<file path="config.mk">
export PLATFORM = sky130hd
export DESIGN_NAME = smals_core
export DESIGN_NICKNAME = d
export VERILOG_FILES = /design/src/inc/smals_pkg.sv /design/src/verilog/smals_core.sv
export VERILOG_INCLUDE_DIRS = /design/src /design/src/inc
export SDC_FILE = /design/constraint.sdc
export NUM_CORES = 1
export LEC_CHECK = 0
export BUFFER_PORTS_ARGS = -buffer_cell sky130_fd_sc_hd__buf_4
export CAP_MARGIN = 10
export CELL_PAD_IN_SITES_DETAIL_PLACEMENT = 1
export CELL_PAD_IN_SITES_GLOBAL_PLACEMENT = 1
export CORE_ASPECT_RATIO = 1.2
export CORE_MARGIN = 2
export CORE_UTILIZATION = 47
export DETAILED_ROUTE_END_ITERATION = 8
export PLACE_DENSITY = 0.77
export SYNTH_ARGS = -nofsm -noshare
export SYNTH_HDL_FRONTEND = slang
export SYNTH_SLANG_ARGS = --single-unit
</file>
<file path="constraint.sdc">
create_clock -name mclk -period 4.34 [get_ports mclk]
set_input_delay 0.868 -clock mclk [delete_from_list [all_inputs] [get_ports mclk]]
set_output_delay 0.868 -clock mclk [all_outputs]
set_load 0.005 [all_outputs]
</file>
<file path="src/inc/smals_defs.svh">
// Constants for the max address lock security command interpreter
`ifndef SMALS_DEFS_SVH
`define SMALS_DEFS_SVH
`define SMALS_CMD_SET_MAX      8'hF9
`define SMALS_CMD_READ_NATIVE  8'hF8
`define SMALS_FEAT_SET_PW      8'h01
`define SMALS_FEAT_LOCK        8'h02
`define SMALS_FEAT_UNLOCK      8'h03
`define SMALS_FEAT_FREEZE      8'h04
`define SMALS_TRIES_INIT       3'h5
`define SMALS_PW_FIRST_WORD    8'h01
`define SMALS_PW_LAST_WORD     8'h10
`define SMALS_SECTOR_LAST_WORD 8'hFF
`endif

</file>
<file path="src/inc/smals_pkg.sv">
// Types for the max address lock security command interpreter
package smals_pkg;
   typedef enum logic [1:0] {SMALS_UNLOCKED, SMALS_LOCKED, SMALS_FROZEN} smals_lock_t;
   typedef enum logic [1:0] {SMALS_IDLE, SMALS_RX_PW, SMALS_RX_UNLOCK} smals_phase_t;
   typedef struct packed {
      smals_lock_t    lock;
      smals_phase_t   phase;
      logic [2:0]     tries;
      logic [255:0]   pw;
      logic           pw_set;
      logic           after_native;
      logic [7:0]     word_idx;
      logic           mismatch;
      logic [255:0]   rx_pw;
      logic           done;
      logic           abort_flag;
      logic           error_flag;
      logic           busy_flag;
      logic           device_fault_flag;
      logic           data_req;
      logic           do_set_max;
      logic           do_read_native;
   } smals_state_t;
endpackage

</file>
<file path="src/verilog/smals_core.sv">
// Max address lock security command interpreter
//
// Notes on behaviour
// - F9h with feature 01h means set password
// - After read native: password/unlock/freeze become set max
// - After read native: lock becomes read native
// - Password kept till power cycle; set only unlocked
// - Lock feature 02h enters locked on completion
// - Locked rejects all except unlock, freeze, lock right after read native
// - Locked until power, unlock or freeze
// - Unlock 03h compares received sector to password
// - Mismatch aborts and decrements attempt counter
// - Attempt counter starts at five
// - Counter zero rejects unlock until reset
// - Match enters unlocked, all accepted
// - Freeze feature 04h enters frozen
// - Frozen rejects every later set max command except lock right after read native
// - Plain F9h dispatched by feature value
// - Set max while locked or frozen aborts
`include "smals_defs.svh"
`timescale 1ns/1ps
`default_nettype none
// ----------------------------------------
// Interface
// ----------------------------------------
module smals_core (
   // Clock, reset, enable
   input  wire logic         mclk,
   input  wire logic         rst,
   input  wire logic         clk_en,
   // Command issue from task file logic (same clock)
   input  wire logic         cmd_valid,
   input  wire logic [7:0]   cmd_code,
   input  wire logic [7:0]   cmd_feature,
   // Data sector words from host
   input  wire logic         data_valid,
   input  wire logic [15:0]  data_word,
   // Completion and status
   output logic              cmd_done,
   output logic              abort_flag,
   output logic              error_flag,
   output logic              busy_flag,
   output logic              device_fault_flag,
   output logic              data_req,
   output logic              do_set_max,
   output logic              do_read_native,
   output logic [1:0]        lock_state,
   output logic [2:0]        tries_left
);
   // ----------------------------------------
   // State and decode helpers
   // ----------------------------------------
   smals_pkg::smals_state_t s_r;
   smals_pkg::smals_state_t s_nxt;
   logic                    last_word;
   logic                    in_pw;
   logic                    is_native;
   logic                    is_set_max;
   logic                    now_unlocked;
   logic                    now_frozen;
   logic                    tries_gone;
   logic                    word_ok;

   // ----------------------------------------
   // Decode
   // ----------------------------------------
   always_comb begin
      last_word = (s_r.word_idx == `SMALS_SECTOR_LAST_WORD);
      in_pw = (s_r.word_idx >= `SMALS_PW_FIRST_WORD) && (s_r.word_idx <= `SMALS_PW_LAST_WORD);
      is_native = (cmd_code == `SMALS_CMD_READ_NATIVE);
      is_set_max = (cmd_code == `SMALS_CMD_SET_MAX);
      now_unlocked = (s_r.lock == smals_pkg::SMALS_UNLOCKED);
      now_frozen = (s_r.lock == smals_pkg::SMALS_FROZEN);
      tries_gone = (s_r.tries == 3'h0);
      // Word 1 sits in the top bits of the stored password
      // No stored password means no word can ever match
      word_ok = s_r.pw_set
                && (data_word == s_r.pw[16*(`SMALS_PW_LAST_WORD - s_r.word_idx) +: 16]);
   end

   // ----------------------------------------
   // Command decode and sector intake
   // ----------------------------------------
   always_comb begin
      s_nxt = s_r;
      // Pulses last one cycle only
      s_nxt.done = 1'b0;
      s_nxt.do_set_max = 1'b0;
      s_nxt.do_read_native = 1'b0;
      case (s_r.phase)
         smals_pkg::SMALS_IDLE: begin
            if (cmd_valid) begin
               // Flags of the previous command stand until here
               s_nxt.busy_flag = 1'b1;
               s_nxt.abort_flag = 1'b0;
               s_nxt.error_flag = 1'b0;
               s_nxt.device_fault_flag = 1'b0;
               // Any taken command but read native, or lock just after it, closes the read native window
               s_nxt.after_native = is_native;
               s_nxt.word_idx = 8'h00;
               s_nxt.mismatch = 1'b0;
               if (is_native) begin
                  s_nxt.do_read_native = 1'b1;
                  s_nxt.busy_flag = 1'b0;
                  s_nxt.done = 1'b1;
               end else if (!is_set_max) begin
                  // Other commands pass by; the native flag and the status flags are cleared
                  s_nxt.busy_flag = 1'b0;
               end else if (s_r.after_native) begin
                  // Lock here is only a repeated read
                  if (cmd_feature == `SMALS_FEAT_LOCK) begin
                     s_nxt.do_read_native = 1'b1;
                     s_nxt.after_native = 1'b1;
                  end else if (!now_unlocked) begin
                     s_nxt.abort_flag = 1'b1;
                     s_nxt.error_flag = 1'b1;
                  end else begin
                     s_nxt.do_set_max = 1'b1;
                  end
                  s_nxt.busy_flag = 1'b0;
                  s_nxt.done = 1'b1;
               end else begin
                  s_nxt.busy_flag = 1'b0;
                  s_nxt.done = 1'b1;
                  // Data commands raise busy and wait for a sector
                  if (cmd_feature == `SMALS_FEAT_SET_PW && now_unlocked) begin
                     s_nxt.phase = smals_pkg::SMALS_RX_PW;
                     s_nxt.busy_flag = 1'b1;
                     s_nxt.data_req = 1'b1;
                     s_nxt.done = 1'b0;
                  end else if (cmd_feature == `SMALS_FEAT_LOCK && now_unlocked) begin
                     s_nxt.lock = smals_pkg::SMALS_LOCKED;
                  end else if (cmd_feature == `SMALS_FEAT_UNLOCK && !now_frozen && !tries_gone) begin
                     s_nxt.phase = smals_pkg::SMALS_RX_UNLOCK;
                     s_nxt.busy_flag = 1'b1;
                     s_nxt.data_req = 1'b1;
                     s_nxt.done = 1'b0;
                  end else if (cmd_feature == `SMALS_FEAT_FREEZE && !now_frozen) begin
                     s_nxt.lock = smals_pkg::SMALS_FROZEN;
                  end else begin
                     // Unknown feature, locked, frozen, or no tries left
                     s_nxt.abort_flag = 1'b1;
                     s_nxt.error_flag = 1'b1;
                  end
               end
            end
         end

         default: begin
            // Commands arriving mid-sector are ignored
            if (data_valid) begin
               s_nxt.word_idx = s_r.word_idx + 8'h01;
               // Words past the password are counted, not kept
               if (in_pw) begin
                  s_nxt.rx_pw = {s_r.rx_pw[239:0], data_word};
                  // Keep comparing; the verdict waits for the last word
                  if (s_r.phase == smals_pkg::SMALS_RX_UNLOCK) begin
                     if (!word_ok) begin
                        s_nxt.mismatch = 1'b1;
                     end
                  end
               end
               // The 256th word closes the sector
               if (last_word) begin
                  s_nxt.phase = smals_pkg::SMALS_IDLE;
                  s_nxt.data_req = 1'b0;
                  s_nxt.busy_flag = 1'b0;
                  s_nxt.done = 1'b1;
                  if (s_r.phase == smals_pkg::SMALS_RX_PW) begin
                     s_nxt.pw = s_r.rx_pw;
                     s_nxt.pw_set = 1'b1;
                  end else if (s_r.mismatch) begin
                     // Cannot wrap: unlock is refused at zero
                     s_nxt.tries = s_r.tries - 3'h1;
                     s_nxt.abort_flag = 1'b1;
                     s_nxt.error_flag = 1'b1;
                  end else begin
                     s_nxt.lock = smals_pkg::SMALS_UNLOCKED;
                  end
               end
            end
         end
      endcase
   end

   // ----------------------------------------
   // State register
   // ----------------------------------------
   always_ff @(posedge mclk) begin
      if (rst) begin
         // Password and attempt count survive all but reset
         s_r <= '0;
         s_r.lock <= smals_pkg::SMALS_UNLOCKED;
         s_r.phase <= smals_pkg::SMALS_IDLE;
         s_r.tries <= `SMALS_TRIES_INIT;
      end else if (clk_en) begin
         // Enable low holds every field, sector count too
         s_r <= s_nxt;
      end
   end

   // ----------------------------------------
   // Outputs
   // ----------------------------------------
   // Every output is a plain copy of a state field
   always_comb begin
      cmd_done = s_r.done;
      abort_flag = s_r.abort_flag;
      error_flag = s_r.error_flag;
      busy_flag = s_r.busy_flag;
      device_fault_flag = s_r.device_fault_flag;
      data_req = s_r.data_req;
      do_set_max = s_r.do_set_max;
      do_read_native = s_r.do_read_native;
      lock_state = s_r.lock;
      tries_left = s_r.tries;
   end
endmodule
`default_nettype wire

</file>
# --- Word-level counts from Yosys, hierarchy flattened ---
# Cells that the tools add are included.
# W data, S select, Z words.
classes:
  add_sub_neg: 3
  n_lt_le_gt_ge: 2
  eq_ne: 23
  n_shift: 1
  mux: 70
  bitwise: 2
  reduce_logical: 27
op_table:
  columns: ["op", "count"]
  rows:
  - ["$mux W264", 2]
  - ["$mux W257", 2]
  - ["$mux W269", 1]
  - ["$shiftx A256 B33 Y16", 1]
  - ["$mux W4", 15]
  - ["$mux W2", 20]
  - ["$eq A8 B8 Y1 const B", 3]
  - ["$mux W1", 23]
  - ["$mux W9", 2]
  - ["$reduce_and A6 Y1", 3]
  - ["$eq A16 B16 Y1", 1]
  - ["$eq A8 B2 Y1 const B", 2]
  - ["$mux W3", 4]
  - ["$ne A3 B3 Y1 const B", 4]
  - ["$reduce_and A12 Y1", 1]
  - ["$ne A2 B2 Y1 const B", 5]
  - ["$reduce_bool A2 Y1", 5]
  - ["$reduce_and A9 Y1", 1]
  - ["$sub A5 B8 Y9 const A", 1]
  - ["$add A8 B1 Y8 const B", 1]
  - ["$eq A8 B1 Y1 const B", 1]
  - ["$eq A8 B3 Y1 const B", 1]
  - ["$ge A8 B1 Y1 const B", 1]
  - ["$le A8 B5 Y1 const B", 1]
  - ["other kinds (13)", 27]
totals:
  reg_bits: 537
  output_inout_bits: 13
  elab_cells: 144

# --- Longest topological paths before layout ---
# Gate-level depths: netlist of the first run.
logic_depth:
  ltp_word: 18
  ltp_mapped: 19

# --- Worst setup path after synthesis of the first run ---
# No wires, ideal clock.
synth_path:
  path_type: "flip-flop to flip-flop"
  from: "register s_r[265] (netlist bit)"
  to: "register s_r[264] (netlist bit)"
  setup_time_ps: 129
  t_arrival_ps: 3738
  t_required_ps: 4211
  setup_slack_ps: 473
  path_stages_with_launch: 18
  path_buffers: 8
  cell_sequence: "dfxtp_1 buf_6 buf_12 buf_12 buf_6 buf_2 inv_1 ha_1 buf_4 buf_2 buf_2 mux4_2 a2111oi_0 o22a_1 a21oi_1 a2bb2oi_1 nor4_2 a31oi_1"
synth_between:
  elab_chain_len: 6
synth_lines:
  columns: ["element", "line", "rtl"]
  rows:
  - ["start, declared", "smals_core.sv:53", "smals_pkg::smals_state_t s_r;"]
  - ["start signal, assigned", "smals_core.sv:198", "s_r <= s_nxt;"]
  - ["$sub A5 B8 Y9 (no line)", null, null]
  - ["$shiftx A256 B33 Y16", "smals_core.sv:78", "&& (data_word == s_r.pw[16*(`SMALS_PW_LAST_WORD - s_r.word_idx) +: 16]);"]
  - ["$eq A16 B16 Y1", "smals_core.sv:78", null]
  - ["$logic_and A1 B1 Y1", "smals_core.sv:77", "word_ok = s_r.pw_set"]
  - ["$ne A2 B1 Y1 (no line)", null, null]
  - ["$reduce_and A6 Y1 (no line) *", null, null]
# Mark *: on every way between the ends. The rest lies on a longest branch, timed or not.
# A chain may end at the register's enable or synchronous reset.

# --- Worst setup path in the final report of the first run ---
# Same ends and word-level chain as after synthesis.

==> flow_summary.ini, run 1 <==
[timing]
setup_viol = 0
fmax_mhz = 260
worstMarginPinSlew_ns = 0.921
maxSlewViolCount = 0
hold_viol_final = 0
timing.final.crit_share_pct = 88.7
slew_headroom_pct = 37.0
rsz0062_at_grt = no
tns_ns = 0
period_minus_slack_ns = 3.85
fin_worst_skew_ns = 0.0224

[detailed_routing]
first_iter_violations = 943
route.detailed.vias_per_inst = 5.48
drt_pass1_iterations = 5
postRouteAntennaNets = 0
wirelength_microns = 56100
vias = 17500
drc = 0
wl_per_cell_microns = 17.6

[pwr]
power.density_mw_per_mm2 = 408
fin_total_pwr_uw = 9650
ir_drop_uv = 321
p_leak_uw = 0.00746

[logic_synthesis]
synth_area_leaders = dfxtp_1 (50%), nand2_1 (18%), a21oi_1 (12%), mux4_2 (6.5%), clkbuf_1 (2.4%)
synth.top_cells.by_count = nand2_1 (1048), dfxtp_1 (536), a21oi_1 (533)
yosys.area.top_type_share_pct = 50.2
synth_cells = 2625
syn-mean-instance-area_sq_um = 8.14
ys_ff_latch = 536
synthArstFlopShare_pct = 0
synth-seq-area-share_pct = 50.2
synth_nets = 2667
synth_cell_types = 70
synth_edf_count = 0
synth_area_sq_mm = 0.0214
synth_area_leader_cell = dfxtp_1
yosysWarnings = 0
synth_most_common_cell = nand2_1
synth_ff_type = dfxtp_1

[clock_network]
clkSlewWorstSetupHoldPaths_ns = 0.06
ctsHtreeMaxLevel = 2
cts_resized = 0
clock_latency_ns = 0.60
cts_tree = yes
post_cts_buffers = 0
cts_max_path_buffers = 3
cts.sinks = 536
ctsHoldBuffers = 0
cts-root-buf = clkbuf_16
cts_made_buffers = 54

[finish]
drive_above_1_share_pct = 9.40
n_fill_cell = 5368
areaGrowthSynthToFinish_pct = 10.8
design_area_sq_mm = 0.0237
nets = 2591
stdcell_count = 3196

[setup_path]
cp-start-kind = flop
slowest_stage = a2111oi_0
cp_cell_sequence = buf_12 -> nor3_1 -> o21ai_1 -> nand2_1 -> a2111oi_0 -> o22a_1 -> a21oi_1 -> a2bb2oi_1 -> nor4_2 -> a31oi_1
critical_path_arrival_ns = 4.33
worst_ep_required_time_ns = 4.82
critPathMaxFanout = 72
critical_path_class = flop to flop
end_kind = flop
critPathMaxStageDelay_ns = 0.96

[global_routing]
grt_use_total_pct = 24.2
grt_use_met3_pct = 3.75
antenna_found_initial = 1
use_met1_pct = 29.3
grt_pass1_vias = 18300
grt_pass1_wl_microns = 92900
gr-total-overflow = 0
grt_start_max_net_pins = 178
grtUsageMet2_pct = 43.6
busiest_layer = met2

[placed_design]
gp_congestion = 0.793
dp.cells = 3102
dp_hpwl_microns = 33500
placed_area_sq_mm = 0.0219
io_buffers = 48

[floorplan]
core_sq_mm = 0.0449
num_rows = 85
die_w_microns = 199
initial_core_util_pct = 47.6
die_h_microns = 238
ios = 50
design.die.area_sq_mm = 0.0472

[status]
status = complete, no violations

[flow_run]
max_cap_violations = 0

[worst_hold_path]
worst_hold_path_type = flop to flop
==> layout by cell type, fill, tap and decap left out, types with 5 or more instances in the layout <==
cell type     n
o21ai_0      13
a21oi_1     533
inv_1        22
clkbuf_16    55
clkinv_2     11
buf_4        61
buf_12       12
nand3_1      10
nor2_1       37
xor2_1       11
xnor2_1       5
mux4_2       62
o22ai_1       5
clkbuf_8     14
dfxtp_1     535
nand2_1    1048
clkbuf_1      8
a31oi_1       6
nand4_1       6
nor2b_1      14
nor3_1        9
==> worst paths after layout <==
check / to / from / slack, ns / depth (start not counted)
setup / recovery: s_r[264]$_SDFFE_PP0P_ / s_r[265]$_SDFFE_PP0P_ / 0.49 / 10
hold / removal: s_r[518]$_SDFFE_PP0P_ / s_r[251]$_SDFFE_PP0P_ / 0.45 / 2
setup reg to reg: s_r[264]$_SDFFE_PP0P_ / s_r[265]$_SDFFE_PP0P_ / 0.49 / 10
hold reg to reg: s_r[518]$_SDFFE_PP0P_ / s_r[251]$_SDFFE_PP0P_ / 0.45 / 2
==> report_power, final <==
group	internal (uW)	switching, uW	total [uW]	leakage [uW]
Clock	2660	1920	4580	0.000868
Combinational	41.1	114	156	0.00227
Sequential	4920	0.771	4920	0.00432
==> flip-flops by register name (all words and copies together), names as in the netlist <==
register	flops
s_r	525
tries_left	3
do_read_native	1
abort_flag	1
lock_state	2
do_set_max	1
busy_flag	1
cmd_done	1
data_req	1
==> worst max-delay path, delay by kind of cell, from the launching register on <==
family / cells / cell delay, ns
buffers and inverters: 1 / 0.47
flip-flops: 1 / 0.36
AO/OA/AOI/OAI: 6 / 1.91
AND/OR/NAND/NOR: 3 / 0.95
==> logic make-up (layout without fill, tap and decap cells) <==
group | after synthesis | count (layout) | share of synthesized area [%]
and+or+nand+nor | 1154 | 1154 | 21.2
AOI/OAI and AO/OA | 615 | 615 | 15.8
DFF | 536 | 536 | 50.2
buffers and inverters | 229 | 190 | 4.79
muxes | 68 | 68 | 6.97
xor gates and xnor gates | 17 | 17 | 0.732
adders and majority gates | 5 | 5 | 0.293
other | 1 | 2 | 0.0176
==> area by class of cell <==
type,count,area [sq um],share of cell area (%)
well taps,609,762,3.22
inverters,23,86.3,0.365
clock buffers,77,1600,6.75
flip-flops and latches,536,10700,45.3
clock inverters,16,140,0.592
repair buffers,74,713,3.01
diodes,1,2.50,0.0106
multi-input cells,1860,9640,40.7
==> layer usage <==
layer	routed length [microns]	vias up	part of all wire (%)
li1	-	8549	-
met3	1500	105	2.7
met4	1710	0	3.0
met5	0	-	0
met2	28800	180	51
met1	24100	8693	43
==> stage by stage <==
step,util (%),hold slack (ns),setup slack [ns]
after floorplan,-,0.428,0.473
after global placement,48.9,0.438,0.528
after detailed placement,48.9,0.446,0.405
after CTS,52.7,0.455,0.408
after global routing,52.7,0.472,0.210
final,52.7,0.448,0.489
(Power assumes the default switching activity.)
==> run 2: changes to the inputs <==
--- a/config.mk
+++ b/config.mk
@@ -10,7 +10,7 @@
 export CAP_MARGIN = 10
 export CELL_PAD_IN_SITES_DETAIL_PLACEMENT = 1
 export CELL_PAD_IN_SITES_GLOBAL_PLACEMENT = 1
-export CORE_ASPECT_RATIO = 1.2
+export CORE_ASPECT_RATIO = 1.5
 export CORE_MARGIN = 2
 export CORE_UTILIZATION = 47
 export DETAILED_ROUTE_END_ITERATION = 8
==> run 2 against run 1 <==
Maximum frequency increased by 3.3%. Wire length increased by 3.4%. Cell count shrank 0.53%. Largest cell class unchanged. Sequential share of layout area fell by 0.26 points. Critical path depth unchanged. Critical path type unchanged. Non-clock buffer count rose by 8. Sequential cell count unchanged. Worst hold slack improved by 0.0065 ns. Clock skew down 0.0071 ns. Sequential power about the same. Power up 2.9%.
==> flow_summary.ini, run 2 (same netlist as run 1, synthesis figures left out) <==
[status]
status = complete, no violations

[setup_path]
r2r-end = s_r[264]$_SDFFE_PP0P_
r2r_cells = 10
critical_path_class = flop to flop
cp-start-kind = flop
critPathMaxFanout = 22
end_kind = flop
critical_path_arrival_ns = 4.24
rrSetupSlack_ns = 0.61
worst_ep_required_time_ns = 4.85
worstReg2RegStart = s_r[266]$_SDFFE_PP0P_

[clock_network]
cts.sinks = 536
ctsHtreeMaxLevel = 2
cts_max_path_buffers = 3
post_cts_buffers = 0
cts_tree = yes
cts-root-buf = clkbuf_16
cts_made_buffers = 52
clkSlewWorstSetupHoldPaths_ns = 0.06
ctsHoldBuffers = 0
clock_latency_ns = 0.59
cts_resized = 0

[global_routing]
grt_start_max_net_pins = 161
grt_pass1_wl_microns = 94200
antenna_found_initial = 0
grt_pass1_vias = 18600
grt_use_total_pct = 24.5
gr-total-overflow = 0

[floorplan]
design.die.area_sq_mm = 0.0472
ios = 50
die_w_microns = 178
num_rows = 95
initial_core_util_pct = 47.7
die_h_microns = 265
core_sq_mm = 0.0448

[placed_design]
io_buffers = 48
dp_slack_ns = 0.662
dp_hpwl_microns = 35900
gp_congestion = 0.844

[timing]
fmax_mhz = 268
worst_hold_slack_ns = 0.454
setup_viol = 0
timing.final.crit_share_pct = 85.9
tns_ns = 0
maxSlewViolCount = 0
period_minus_slack_ns = 3.73
worstMarginPinSlew_ns = 1.14
setup_ws_ns = 0.613
rsz0062_at_grt = no
fin_worst_skew_ns = 0.0153
slew_headroom_pct = 24.2
hold_viol_final = 0

[pwr]
power.density_mw_per_mm2 = 417
p_leak_uw = 0.00755
ir_drop_uv = 304
fin_total_pwr_uw = 9940

[finish]
areaGrowthSynthToFinish_pct = 11.4
drive_above_1_share_pct = 9.74
largest_register_ffs = 525
final_common_cell = nand2_1
largest-register = s_r
diodes = 0
nets = 2597
layout_common_cells = nand2_1 (1048), dfxtp_1 (535), a21oi_1 (533)

[detailed_routing]
route.detailed.vias_per_inst = 5.59
postRouteAntennaNets = 0
wl_per_cell_microns = 18.3
drc = 0
first_iter_violations = 1010
vias = 17800
wirelength_microns = 58000
drt_pass1_iterations = 4

[worst_hold_path]
min_path_cells = 2
min_delay_worst_endpoint = s_r[523]$_SDFFE_PP0P_
worst_hold_path_type = flop to flop
min-delay-start = s_r[256]$_SDFFE_PP0P_

[flow_run]
max_cap_violations = 0
-- run 2: cell count changes in the layout (fill, tap and decap cells not counted), sizes merged --
cell / before / now
buf: 74 / 82
bufinv: 2 / 8
clkbuf: 77 / 73
diode: 1 / 0
inv: 24 / 25
-- run 2: layout make-up --
type	instances	area (sq um)
Multi-Input combinational cell	1860	9640
Tap cell	582	728
Timing Repair Buffer	82	786
Clock buffer	73	1510
Inverter	23	86.3
Clock inverter	23	329
Sequential cell	536	10700
Fill cell	5334	21000
-- run 2: worst max-delay path: stages, from the launching register on --
cell,delay (ns)
dfxtp_1,0.56
inv_1,0.17
ha_4,0.55
buf_12,0.25
mux4_2,0.53
a2111oi_2,0.67
xor2_1,0.17
a31oi_1,0.26
a2bb2oi_1,0.25
nor4_2,0.06
a31oi_1,0.15
-- run 2: worst max path at each step --
stage / cells past startpoint / start / endpoint
2_1_floorplan: 17 / s_r[265]$_SDFFE_PP0P_ / s_r[264]$_SDFFE_PP0P_
3_3_place_gp: 10 / s_r[266]$_SDFFE_PP0P_ / s_r[264]$_SDFFE_PP0P_
3_5_place_dp: 10 / s_r[266]$_SDFFE_PP0P_ / s_r[264]$_SDFFE_PP0P_
4_1_cts: 10 / s_r[266]$_SDFFE_PP0P_ / s_r[264]$_SDFFE_PP0P_
5_1_grt: 10 / s_r[266]$_SDFFE_PP0P_ / s_r[264]$_SDFFE_PP0P_
6_report: 10 / s_r[266]$_SDFFE_PP0P_ / s_r[264]$_SDFFE_PP0P_
-- run 2: per-stage QoR --
| step | cell area, sq um | utilization [%] | cells |
|---|---|---|---|
| after CTS | 23800 | 53.1 | 3179 |
| after floorplan | 21400 | - | 2625 |
| after global routing | 23800 | 53.1 | 3179 |
| after global placement | 22000 | 49.0 | 3083 |
| final | 23800 | 53.1 | 3179 |
| after detailed placement | 22000 | 49.0 | 3083 |
-- run 2: metal layers --
metal	vias to the layer above	routed length, microns	GRT usage [%]
met5	-	0	0
met4	0	1710	8.15
met3	105	1280	2.69
met2	200	31600	47.2
met1	8893	23500	27.4
li1	8563	-	-
-- run 2: report_power, final --
group	switching [uW]	internal [uW]	leakage [uW]
logic	115	40.0	0.00232
clock network	1960	2900	0.000912
registers	0.829	4920	0.00432
